`src/inc/hpsc_pkg.sv`:
```
// shared constants and types for the hot-plug slot capability and control
// block; assumes byte addresses in the downstream port's config space
package hpsc_pkg;

   // config space byte offsets, one dword each
   localparam logic [7:0]  CAP_OFFSET     = 8'ha4;
   localparam logic [7:0]  CTL_OFFSET     = 8'ha8;

   // capability field positions
   localparam int          CAP_NUM_LSB    = 19;
   localparam int          CAP_LOCK_BIT   = 18;
   localparam int          CAP_NOCC_BIT   = 17;
   localparam int          CAP_SCALE_LSB  = 15;
   localparam int          CAP_VALUE_LSB  = 7;
   localparam int          CAP_PCP_BIT    = 1;

   // control field positions
   localparam int          CTL_LINK_BIT   = 12;
   localparam int          CTL_LOCK_BIT   = 11;
   localparam int          CTL_POWER_BIT  = 10;
   localparam int          CTL_PLED_LSB   = 8;
   localparam int          CTL_ALED_LSB   = 6;
   localparam int          CTL_HPI_BIT    = 5;
   localparam int          CTL_CCI_BIT    = 4;

   // reset values
   localparam logic [31:0] CAP_RESET      = 32'h0000_0060;
   localparam logic [15:0] CTL_RESET      = 16'h07c0;

   // indicator codes and power limit scale codes
   localparam logic [1:0]  LED_ON         = 2'h1;
   localparam logic [1:0]  LED_BLINK      = 2'h2;
   localparam logic [1:0]  LED_OFF        = 2'h3;
   localparam logic [1:0]  SCALE_ONE      = 2'h0;
   localparam logic [1:0]  SCALE_TENTH    = 2'h1;
   localparam logic [1:0]  SCALE_HUNDREDTH = 2'h2;

   // device power states
   localparam logic [1:0]  PSTATE_D0      = 2'h0;

   // timing
   localparam int          CLK_HZ         = 25_000_000;
   localparam int          LOCK_PULSE_MS  = 100;
   localparam int          TURN_OFF_MS    = 100;
   localparam int          LOCK_PULSE_CYC = LOCK_PULSE_MS * (CLK_HZ / 1000);
   localparam int          TURN_OFF_CYC   = TURN_OFF_MS * (CLK_HZ / 1000);
   localparam int          TIMER_W        = 22;

   // message pending slots, lowest index sent first
   localparam int          PEND_OFF       = 0;
   localparam int          PEND_LIMIT     = 1;
   localparam int          PEND_PLED      = 2;
   localparam int          PEND_ALED      = 3;

   typedef enum logic [1:0] {
      MSG_TURN_OFF, MSG_POWER_LIMIT, MSG_POWER_LED, MSG_ATTN_LED
   } hpsc_msg_kind_type;

   typedef enum logic [1:0] {PWR_OFF, SLOT_POWER_ENABLE_PIN, PWR_DRAIN} hpsc_pwr_type;

   typedef struct packed {
      logic              valid;
      hpsc_msg_kind_type kind;
      logic [9:0]        arg;   // {scale, value} or indicator code
   } hpsc_msg_type;

   typedef struct packed {
      logic        write;
      logic        read;
      logic [7:0]  addr;
      logic [3:0]  byteEn;
      logic [31:0] data;
   } hpsc_cfg_req_type;

   // slot status flags kept by the status register outside
   typedef struct packed {
      logic presence;
      logic latch;
      logic fault;
      logic button;
   } hpsc_events_type;

   typedef struct packed {
      logic [TIMER_W-1:0] count;
      logic               busy;
      logic               done;
   } hpsc_timer_state_type;

   typedef struct packed {
      logic         strapHpc;
      logic         strapPcp;
      logic [1:0]   scale;
      logic [7:0]   value;
      logic         limitWritten;
      logic         linkEn;
      hpsc_pwr_type pwr;
      logic [1:0]   pled;
      logic [1:0]   aled;
      logic         hpiEn;
      logic         cciEn;
      logic [3:0]   evtEn;
      logic [3:0]   pend;
      hpsc_msg_type msg;
      logic [31:0]  rdData;
      logic         rdValid;
      logic         cmdPulse;
      logic         cmdFlag;
      logic         linkFlag;
      logic         linkPrev;
      logic         irq;
      logic         wake;
   } hpsc_state_type;

   // maximum slot power in milliwatts from scale and value
   function automatic logic [17:0] hpsc_limit_mw(input logic [1:0] scale,
                                                 input logic [7:0] value);
      logic [17:0] v;
      v = {10'h000, value};
      unique case (scale)
         SCALE_ONE:       hpsc_limit_mw = 18'(v * 18'd1000);
         SCALE_TENTH:     hpsc_limit_mw = 18'(v * 18'd100);
         SCALE_HUNDREDTH: hpsc_limit_mw = 18'(v * 18'd10);
         default:         hpsc_limit_mw = v;
      endcase
   endfunction

endpackage

```
`src/core/hpsc_pulse_timer.sv`:
```
// one-shot timer: busy stands for exactly CYCLES clocks after start
// assumes CYCLES fits the package timer width and is at least one
`timescale 1ns/1ps
module hpsc_pulse_timer
   import hpsc_pkg::*;
#(
   parameter int CYCLES = 2_500_000
) (
   // clock and reset
   input  wire logic clk,
   input  wire logic rst,
   // control
   input  wire logic start,
   input  wire logic cancel,
   // status
   output logic      busy,
   output logic      done
);
   hpsc_timer_state_type state_reg;
   hpsc_timer_state_type state_next;

   // start wins over cancel so a fresh request is never dropped
   always_comb begin
      state_next = state_reg;
      state_next.done = 1'b0;
      if (rst) begin
         state_next = '0;
      end else if (start) begin
         state_next.count = TIMER_W'(CYCLES - 1);
         state_next.busy = 1'b1;
      end else if (cancel) begin
         state_next.busy = 1'b0;
      end else if (state_reg.busy) begin
         if (state_reg.count == '0) begin
            state_next.busy = 1'b0;
            state_next.done = 1'b1;
         end else begin
            state_next.count = state_reg.count - 1'b1;
         end
      end
   end

   always_ff @(posedge clk) begin
      state_reg <= state_next;
   end

   assign busy = state_reg.busy;
   assign done = state_reg.done;
endmodule

```
`src/core/hpsc_slot_regs.sv`:
```
// slot capability and slot control registers of one downstream port
// assumes config accesses arrive as one-cycle strobes with byte enables;
// slot status flags and general control bits live in other registers
//
// Notes on behaviour
// - slot number read-only in bits 31:19
// - interlock-present bit 18 from general control
// - no-command-completed bit reads zero
// - scale codes: 1.0, 0.1, 0.01, 0.001
// - eight-bit power limit value, watts times scale
// - limit written once, only that first write sends message
// - eeprom loads limit fields; reset restores defaults
// - cap bits 6:0 mirror general control 14:8
// - hotplug-able, power-switch defaults from straps
// - no power switch forces early power on
// - bit 12 enables link change interrupt
// - interlock write one gives 100 ms pulse
// - bit 10 power state, one means off
// - power off waits for ack or 100 ms when hotplugWakeMsgEnable is set
// - power led field drives pin, reads back
// - attention led field drives pin, reads back
// - changed led field sends indicator message
// - bit 5 is hot-plug interrupt master enable
// - command completion interrupt needs three enables
// - bits 3:0 enable event interrupt and wake
// - low power states need wake enable too
// - control bits 15:13 read zero, ignore writes
// - command done flag set when ready again
// - link change flag set on change, cleared
`timescale 1ns/1ps
module hpsc_slot_regs
   import hpsc_pkg::*;
#(
   parameter int LOCK_CYCLES = LOCK_PULSE_CYC,
   parameter int OFF_CYCLES  = TURN_OFF_CYC
) (
   // clock and reset
   input  wire logic              clk,
   input  wire logic              rst,
   // config space access
   input  wire hpsc_cfg_req_type  cfgReq,
   output logic [31:0]            cfgRdData,
   output logic                   cfgRdValid,
   // values held by neighbouring registers
   input  wire logic [12:0]       slotNumber,
   input  wire logic              interlockPresent,
   input  wire logic [6:0]        genCapBits,
   input  wire logic              genCtlLoaded,
   input  wire logic [1:0]        portStrapPins,
   input  wire logic              hotplugWakeMsgEnable,
   input  wire logic              msgInterruptEnable,
   input  wire logic              wakeEventEnable,
   input  wire logic [1:0]        devicePowerState,
   input  wire hpsc_events_type   slotEvents,
   // link state and flag clears
   input  wire logic              linkActiveIndication,
   input  wire logic              linkChangeClear,
   input  wire logic              commandDoneClear,
   // serial configuration memory load
   input  wire logic              eepromLoad,
   input  wire logic [1:0]        eepromScale,
   input  wire logic [7:0]        eepromValue,
   // message port
   output hpsc_msg_type           msgOut,
   input  wire logic              msgReady,
   input  wire logic              turnOffAck,
   // slot pins
   output logic                   slotPowerEnablePin,
   output logic                   earlyPowerEnable,
   output logic [1:0]             powerLedPin,
   output logic [1:0]             attentionLedPin,
   output logic                   interlockPulse,
   // status and notification
   output logic                   commandDoneFlag,
   output logic                   linkChangeFlag,
   output logic                   hotplugIrq,
   output logic                   hotplugWake,
   output logic [17:0]            powerLimitMilliwatt
);
   hpsc_state_type state_reg;
   hpsc_state_type state_next;

   logic [6:0]  capBits;
   logic [31:0] capWord;
   logic [15:0] ctlWord;
   logic [15:0] newCtl;
   logic [31:0] newCap;
   logic        capWrite;
   logic        ctlWrite;
   logic        lockStart;
   logic        offStart;
   logic        offCancel;
   logic        offDone;
   logic        cmdChange;
   logic        anyEvent;

   // capability mirror; straps stand in until general control is loaded
   assign capBits = genCtlLoaded ? genCapBits :
      {state_reg.strapHpc, genCapBits[5:2],
       state_reg.strapPcp, genCapBits[0]};

   // readable images of both registers
   assign capWord = {slotNumber,
                     interlockPresent,
                     1'b0,
                     state_reg.scale, state_reg.value,
                     capBits};
   assign ctlWord = {3'b000,
                     state_reg.linkEn,
                     1'b0,
                     state_reg.pwr == PWR_OFF,
                     state_reg.pled, state_reg.aled,
                     state_reg.hpiEn, state_reg.cciEn,
                     state_reg.evtEn};

   // byte-lane merge of write data over current contents
   assign capWrite = cfgReq.write && cfgReq.addr == CAP_OFFSET;
   assign ctlWrite = cfgReq.write && cfgReq.addr == CTL_OFFSET
                     && (cfgReq.byteEn[0] || cfgReq.byteEn[1]);
   assign newCap = {cfgReq.byteEn[3] ? cfgReq.data[31:24] : capWord[31:24],
                    cfgReq.byteEn[2] ? cfgReq.data[23:16] : capWord[23:16],
                    cfgReq.byteEn[1] ? cfgReq.data[15:8]  : capWord[15:8],
                    cfgReq.byteEn[0] ? cfgReq.data[7:0]   : capWord[7:0]};
   assign newCtl = {cfgReq.byteEn[1] ? cfgReq.data[15:8] : ctlWord[15:8],
                    cfgReq.byteEn[0] ? cfgReq.data[7:0]  : ctlWord[7:0]};

   // a command is an interlock write or a write that changes the power, power led or attention led field
   assign lockStart = ctlWrite && cfgReq.byteEn[1]
                      && newCtl[CTL_LOCK_BIT] && interlockPresent;
   assign cmdChange = ctlWrite && (lockStart
      || newCtl[CTL_POWER_BIT] != ctlWord[CTL_POWER_BIT]
      || newCtl[CTL_PLED_LSB +: 2] != state_reg.pled
      || newCtl[CTL_ALED_LSB +: 2] != state_reg.aled);

   assign offStart  = state_reg.pwr == SLOT_POWER_ENABLE_PIN && ctlWrite
                      && newCtl[CTL_POWER_BIT] && hotplugWakeMsgEnable;
   assign offCancel = state_reg.pwr == PWR_DRAIN && ctlWrite
                      && !newCtl[CTL_POWER_BIT];
   assign anyEvent  = |(state_reg.evtEn & slotEvents);

   // interlock pulse and turn-off timeout share one timer design
   hpsc_pulse_timer #(.CYCLES(LOCK_CYCLES)) lockTimer (
      .clk    (clk),
      .rst    (rst),
      .start  (lockStart && !interlockPulse),
      .cancel (1'b0),
      .busy   (interlockPulse),
      .done   ()
   );

   hpsc_pulse_timer #(.CYCLES(OFF_CYCLES)) offTimer (
      .clk    (clk),
      .rst    (rst),
      .start  (offStart),
      .cancel (offCancel),
      .busy   (),
      .done   (offDone)
   );

   // next state of the whole register bank
   always_comb begin
      state_next = state_reg;
      state_next.rdValid = cfgReq.read;
      state_next.cmdPulse = cmdChange;
      state_next.linkPrev = linkActiveIndication;
      if (cfgReq.read) begin
         unique case (cfgReq.addr)
            CAP_OFFSET: state_next.rdData = capWord;
            CTL_OFFSET: state_next.rdData = {16'h0000, ctlWord};
            default:    state_next.rdData = 32'h0000_0000;
         endcase
      end
      // limit fields: eeprom loads freely, software only once
      if (eepromLoad) begin
         state_next.scale = eepromScale;
         state_next.value = eepromValue;
      end else if (capWrite && !state_reg.limitWritten
                   && |cfgReq.byteEn[2:0]) begin
         state_next.scale = newCap[CAP_SCALE_LSB +: 2];
         state_next.value = newCap[CAP_VALUE_LSB +: 8];
         state_next.limitWritten = 1'b1;
         state_next.pend[PEND_LIMIT] = 1'b1;
      end
      // control fields; bits 15:13 have no storage
      if (ctlWrite) begin
         state_next.linkEn = newCtl[CTL_LINK_BIT];
         state_next.pled = newCtl[CTL_PLED_LSB +: 2];
         state_next.aled = newCtl[CTL_ALED_LSB +: 2];
         state_next.hpiEn = newCtl[CTL_HPI_BIT];
         state_next.cciEn = newCtl[CTL_CCI_BIT];
         state_next.evtEn = newCtl[3:0];
         if (newCtl[CTL_PLED_LSB +: 2] != state_reg.pled) begin
            state_next.pend[PEND_PLED] = 1'b1;
         end
         if (newCtl[CTL_ALED_LSB +: 2] != state_reg.aled) begin
            state_next.pend[PEND_ALED] = 1'b1;
         end
      end
      // slot power sequencing
      unique case (state_reg.pwr)
         PWR_OFF: begin
            if (ctlWrite && !newCtl[CTL_POWER_BIT]) begin
               state_next.pwr = SLOT_POWER_ENABLE_PIN;
            end
         end
         SLOT_POWER_ENABLE_PIN: begin
            if (offStart) begin
               state_next.pwr = PWR_DRAIN;
               state_next.pend[PEND_OFF] = 1'b1;
            end else if (ctlWrite && newCtl[CTL_POWER_BIT]) begin
               state_next.pwr = PWR_OFF;
            end
         end
         PWR_DRAIN: begin
            if (offCancel) begin
               state_next.pwr = SLOT_POWER_ENABLE_PIN;
            end else if (turnOffAck || offDone) begin
               state_next.pwr = PWR_OFF;
            end
         end
         default: state_next.pwr = PWR_OFF;
      endcase
      // message slot refills when empty or taken; new sets kept
      if (!state_reg.msg.valid || msgReady) begin
         state_next.msg.valid = |state_reg.pend;
         if (state_reg.pend[PEND_OFF]) begin
            state_next.msg.kind = MSG_TURN_OFF;
            state_next.msg.arg = 10'h000;
            state_next.pend[PEND_OFF] = 1'b0;
         end else if (state_reg.pend[PEND_LIMIT]) begin
            state_next.msg.kind = MSG_POWER_LIMIT;
            state_next.msg.arg = {state_reg.scale, state_reg.value};
            if (!(capWrite && !state_reg.limitWritten)) begin
               state_next.pend[PEND_LIMIT] = 1'b0;
            end
         end else if (state_reg.pend[PEND_PLED]) begin
            state_next.msg.kind = MSG_POWER_LED;
            state_next.msg.arg = {8'h00, state_reg.pled};
            state_next.pend[PEND_PLED] = 1'b0;
         end else if (state_reg.pend[PEND_ALED]) begin
            state_next.msg.kind = MSG_ATTN_LED;
            state_next.msg.arg = {8'h00, state_reg.aled};
            state_next.pend[PEND_ALED] = 1'b0;
         end
         // a change landing this cycle must not be lost
         if (ctlWrite && newCtl[CTL_PLED_LSB +: 2] != state_reg.pled) begin
            state_next.pend[PEND_PLED] = 1'b1;
         end
         if (ctlWrite && newCtl[CTL_ALED_LSB +: 2] != state_reg.aled) begin
            state_next.pend[PEND_ALED] = 1'b1;
         end
      end
      // sticky flags: the hardware set wins over a clear
      if (commandDoneClear) begin
         state_next.cmdFlag = 1'b0;
      end
      if (state_reg.cmdPulse) begin
         state_next.cmdFlag = 1'b1;
      end
      if (linkChangeClear) begin
         state_next.linkFlag = 1'b0;
      end
      if (linkActiveIndication != state_reg.linkPrev) begin
         state_next.linkFlag = 1'b1;
      end
      // interrupt and wake requests
      state_next.irq = state_reg.hpiEn && msgInterruptEnable
         && ((state_reg.cciEn && state_reg.cmdFlag)
             || (state_reg.linkEn && state_reg.linkFlag)
             || anyEvent);
      state_next.wake = anyEvent && (devicePowerState == PSTATE_D0
                                     || wakeEventEnable);
      if (rst) begin
         state_next = '0;
         state_next.pwr = PWR_OFF;
         state_next.pled = CTL_RESET[CTL_PLED_LSB +: 2];
         state_next.aled = CTL_RESET[CTL_ALED_LSB +: 2];
         state_next.scale = CAP_RESET[CAP_SCALE_LSB +: 2];
         state_next.value = CAP_RESET[CAP_VALUE_LSB +: 8];
         state_next.strapHpc = portStrapPins[1];
         state_next.strapPcp = portStrapPins[0];
         state_next.linkPrev = linkActiveIndication;
      end
   end

   always_ff @(posedge clk) begin
      state_reg <= state_next;
   end

   // outputs
   assign cfgRdData = state_reg.rdData;
   assign cfgRdValid = state_reg.rdValid;
   assign msgOut = state_reg.msg;
   assign slotPowerEnablePin = state_reg.pwr != PWR_OFF;
   assign earlyPowerEnable = !capBits[CAP_PCP_BIT]
                             || slotPowerEnablePin;
   assign powerLedPin = state_reg.pled;
   assign attentionLedPin = state_reg.aled;
   assign commandDoneFlag = state_reg.cmdFlag;
   assign linkChangeFlag = state_reg.linkFlag;
   assign hotplugIrq = state_reg.irq;
   assign hotplugWake = state_reg.wake;
   assign powerLimitMilliwatt =
      hpsc_limit_mw(state_reg.scale, state_reg.value);
endmodule

```
`config.mk`:
```
export PLATFORM = sky130hd
export DESIGN_NAME = hpsc_slot_regs
export DESIGN_NICKNAME = d
export VERILOG_FILES = /design/src/inc/hpsc_pkg.sv /design/src/core/hpsc_pulse_timer.sv /design/src/core/hpsc_slot_regs.sv
export SDC_FILE = /design/constraint.sdc
export NUM_CORES = 1
export LEC_CHECK = 0
export ABC_AREA = 1
export BUFFER_PORTS_ARGS = -buffer_cell sky130_fd_sc_hd__buf_2
export CORE_UTILIZATION = 43
export DETAILED_ROUTE_END_ITERATION = 7
export GPL_ROUTABILITY_DRIVEN = 0
export PLACE_DENSITY = 0.67
export SKIP_LAST_GASP = 1
export SLEW_MARGIN = 20
export SYNTH_ARGS = -nofsm -noshare
export SYNTH_HDL_FRONTEND = slang
export SYNTH_SLANG_ARGS = --single-unit
```
`constraint.sdc`:
```
create_clock -name clk -period 4.45 [get_ports clk]
set_input_delay 0.445 -clock clk [delete_from_list [all_inputs] [get_ports clk]]
set_output_delay 0.445 -clock clk [all_outputs]
set_load 0.01 [all_outputs]
```
; Word level (Yosys, flattened, before mapping)
; Index checks and enable logic that the tools add are counted.
[word_totals]
ff_bits = 129
in_bits = 97
output_inout_bits = 75
word_cells = 184
[classes]
add_sub_neg = 2
mul = 3
n_eq_ne = 16
n_mux = 52
bitwise_logic = 6
n_reduce_logical = 72
[ops]
columns = cell, count
row1 = $mux 22, 3
row2 = $pmux 32 s2, 1
row3 = $pmux 18 s3, 1
row4 = $mux 12, 4
row5 = $mux 24, 2
row6 = $mux 23, 2
row7 = $logic_not 22->1, 2
row8 = $sub 22x1->22 const B, 2
row9 = $logic_and 1x1->1, 24
row10 = $mux 8, 3
row11 = $mux 1, 20
row12 = $mux 2, 9
row13 = $reduce_and 2->1, 9
row14 = $reduce_bool 2->1, 9
row15 = $mux 17, 1
row16 = $eq 8x8->1 const B, 2
row17 = $mul 8x7->15 const B, 1
row18 = $mul 8x5->13 const B, 1
row19 = $reduce_or 4->1, 3
row20 = $mul 8x3->11 const B, 1
row21 = $mux 11, 1
row22 = $logic_or 1x1->1, 10
row23 = $mux 10, 1
row24 = $reduce_and 3->1, 3
row25 = 18 further kinds, 36

; Longest topological paths before layout
[depth]
ltp_word = 11
depth_mapped = 17

; By module
; Synthesis repeated with hierarchy kept, for this count alone.
[unflattened]
cells_unflattened = 1391
area_unflattened_um2 = 9559.2
[modules_own_cells]
columns = mod, instances, cells_per_inst, area_each_um2
row1 = hpsc_slot_regs, 1, 931, 6641.4
row2 = hpsc_pulse_timer, 2, 230, 1458.9

; Worst setup path after synthesis
; No wires, ideal clock.
[synth_path]
kind = register to output
startpoint = reg state_reg (netlist bit capWord[8])
endpoint = out powerLimitMilliwatt[15]
arrival_time_ns = 3.840
setup_slack_ns = 0.165
path_stages_with_launch = 16
n_path_buf = 0
cell_sequence = dfxtp_1 > inv_1 > fa_1 > fa_1 > fa_1 > fa_1 > inv_1 > ha_1 > nand2_1 > inv_1 > a21oi_1 > o21ai_0 > nand3_1 > nand3_1 > nand2_1 > nor2_1
[synth_between]
elab_chain_len = 2
[synth_lines]
columns = item, line
row1 = from (decl), hpsc_slot_regs.sv:80  ; hpsc_state_type state_reg;
row2 = from (signal assigned), hpsc_slot_regs.sv:287  ; state_reg <= state_next;
row3 = $mul 8x7->15, hpsc_pkg.sv:120  ; SCALE_ONE: hpsc_limit_mw = 18'(v * 18'd1000);
row4 = $pmux 18 s3, hpsc_pkg.sv:119  ; unique case (scale)
row5 = to (decl), hpsc_slot_regs.sv:78  ; output logic [17:0] powerLimitMilliwatt
; No other way between the ends.

; Worst setup path in the final report
[layout_path]
startpoint = reg state_reg (netlist bit capWord[8])
endpoint = out powerLimitMilliwatt[10]
[layout_between]
elab_chain_len = 2
elab_cells_between_ends = 4
classes_between = mul (3) / mux (1)
[layout_lines]
columns = item, line
row1 = "$mul 8x3->11, or another cell as far along", hpsc_pkg.sv:122  ; SCALE_HUNDREDTH: hpsc_limit_mw = 18'(v * 18'd10);
row2 = $pmux 18 s3 *, hpsc_pkg.sv:119
; Mark *: on every way between the ends. The rest lies on a longest branch, timed or not.

==> flow_metrics.tcl <==
set metrics [dict create \
    status "finished, violations left" \
    violations "negative setup slack" \
    totalPowerFinal_uw 3550 \
    crit_path_max_fanout 5 \
    cts-root-buf "clkbuf_16" \
    final_antenna_net_count 0 \
    largest_reg_flops 31 \
    worst_slack_ns -0.0748 \
    grt_max_degree 60 \
    synth.distinct_cells 56 \
    critPathLaunchType "register" \
    ys_ff_latch 128 \
    p_leak_uw 0.00559 \
    nNetsFinal 1622 \
    hpwl_um 18800 \
    path_depth 16 \
    start_util_pct 43.7 \
    drv_cap 0 \
    critPathLaunch "capWord[8]" \
    rsz0062_at_grt "yes" \
    post_drt_wl_per_cell_um 14.5 \
    overflow 0 \
    cts_tree "done" \
    synth_edf_count 2 \
    synth_top_area_share_pct 27.4 \
    nFillCells 2080 \
    worst_path_max_delay_cell "fa_1" \
    num_rows 53 \
    powerDensity_nw_per_um2 331 \
    portBuffers 154 \
    io_pins 172 \
    die_x_um 148 \
    syn_area_um2 9190 \
    drc_errors 0 \
    synth_area_leaders "dfxtp_1 (27%), nand2_1 (12%), ha_1 (9.8%)" \
    cpPeakStageDelay_ns 0.51 \
    arrival_ns 4.08 \
    crit_top_cell "fa_1" \
    fin_crit_ns 4.52 \
    syn2layout_area_growth_pct 16.8 \
    htreeDepth 4 \
    crit_family "adder cells" \
    async_reset_ff_share_pct 0 \
    cp_num_buf_inv 5 \
    multi_input_area_um2 5540 \
    whs_path_depth 1 \
    max_freq_mhz 221 \
    final-setup-viol-count 4 \
    met1_usage_pct 30.4 \
    period_share_pct 102 \
    hold_viol_final 0 \
    grt_pass1_vias 7997 \
    use_met2_pct 37.8 \
    min_path_type "in -> reg" \
    layout-drive-gt1-share_pct 18.9 \
    rr_worst_depth 12 \
    cp_data_required_time_ns 4.01 \
    syn_inst 1317 \
    critPathKind "reg -> out" \
    ir_drop_mv 0.273 \
    skew_ns 0.00585 \
    viasPerCell 5.11 \
    drt_iter0_drc 558 \
    synth_area_leader_cell "dfxtp_1" \
    rr_startpoint "lockTimer.state_reg[2]" \
    track_usage_pct 22.9 \
    diodes 0 \
    clk_latency_ns 0.42 \
    vias 8768 \
    seq_area_frac_synth_pct 28.1 \
    routed_wl_um 24900 \
    synth_nets 1511 \
    coreArea_um2 21000 \
    antenna_found_initial 0 \
    slew-limit-headroom_pct 37.3 \
    synth_flop_cell "dfxtp_1" \
    r2r_end "lockTimer.state_reg[7]" \
    dr.pass1.iters 7 \
    die_area_um2 22000 \
    dp_slack_ns -0.0219 \
    clk_path_buf_depth 2 \
    cts_sinks 128 \
    cts_made_buffers 17 \
    synth_warnings 0 \
    path_cells "buf_6 > fa_1 > xor2_1 > ha_1 > inv_1 > fa_1 > fa_1 > inv_2 > ha_4 > a21oi_2 > nand2_4 > buf_4 > or2_2 > nand3_1 > o2111ai_1 > buf_2" \
    use_met3_pct 3.96 \
    end_kind "primary output" \
    reg2reg_slack_ns 2.00 \
    max_slew.worst_pin.slew_ns 0.937 \
    slew_violations 0 \
    path_clk_slew_ns 0.06 \
    top_usage_layer "met2" \
    critPathCapture "powerLimitMilliwatt[10]" \
    final-seq-area_um2 2590 \
    synth_area_per_cell_um2 6.98 \
    die_h_um 148 \
    grt_pass1_wl_um 39800 \
]
cells by family after synthesis:
group / after synthesis / synth area share [%]
AND/OR/NAND/NOR: 579 / 27.2
buffers and inverters: 265 / 13.5
AO/OA/AOI/OAI: 219 / 13.3
flip-flops: 128 / 28.1
adder cells (fa/ha/maj): 97 / 15.2
XOR/XNOR: 26 / 2.48
multiplexers: 2 / 0.231
other: 1 / 0.0408
power by group:
group | internal, µW | switching, µW
sequential | 1170 | 17.1
combinational | 374 | 506
clock | 960 | 520
synth_stat cells, types with 15 or more instances:
library cell / number
a21oi_1: 89
buf_4: 51
clkbuf_1: 17
dfxtp_1: 126
fa_1: 25
ha_1: 72
inv_1: 177
nand2_1: 283
nand3_1: 84
nand4_1: 15
nor2_1: 149
o21ai_0: 87
xor2_1: 15
placed cells by master, fill, tap and decap left out, types with 19 or more instances in the layout:
cell,instances
dfxtp_1,123
nand2_1,278
buf_4,19
nor2_1,149
inv_1,169
o21ai_0,84
fa_1,25
ha_1,65
nand3_1,83
buf_2,154
a21oi_1,82
what timing repair did:
action | 4_1_cts | 5_1_grt
hold buffers | 0 | 0
endpoints found under the setup margin | 8 | 8
gates resized for setup | 30 | 16
pin swaps | 22 | 9
buffers inserted | 3 | 0
gates cloned | 0 | 0
how the worst min path moves through the flow:
| stage | startpoint | to | slack, ns |
|---|---|---|---|
| floorplan | state_reg[5] | commandDoneFlag | 0.44 |
| global placement | ctlWord[5] | hotplugIrq | 0.45 |
| detailed placement | msgOut[4] | msgOut[4] | 0.46 |
| CTS | linkActiveIndication | state_reg[2] | 0.14 |
| global route | linkActiveIndication | state_reg[2] | 0.14 |
| finish | linkActiveIndication | state_reg[2] | 0.15 |
per-layer routing:
metal | vias up | wire length, µm
met5 | - | 0
met4 | 0 | 425
met3 | 30 | 1660
met2 | 319 | 11600
met1 | 3976 | 11300
li1 | 4443 | -
cell type report:
class | instances | area share (%)
Multi-Input combinational cell | 924 | 51.6
Clock buffer | 20 | 4.25
Tap cell | 275 | 3.21
Timing Repair Buffer | 177 | 8.93
Sequential cell | 128 | 24.1
Inverter | 180 | 6.32
Clock inverter | 12 | 1.53
metrics by stage:
step / hold slack, ns / TNS [ns] / utilization (%) / instances / cell area (µm²)
6_report: 0.153 / -0.172 / 51.1 / 1716 / 10700
5_1_grt: 0.140 / -1.12 / 51.1 / 1716 / 10700
4_1_cts: 0.145 / -0.219 / 50.8 / 1716 / 10700
3_5_place_dp: 0.458 / -0.0219 / 47.1 / 1681 / 9900
3_3_place_gp: 0.448 / 0 / 47.1 / 1681 / 9900
2_1_floorplan: 0.437 / 0 / - / 1317 / 9190
Note: power is estimated with default switching activity, not from simulation.
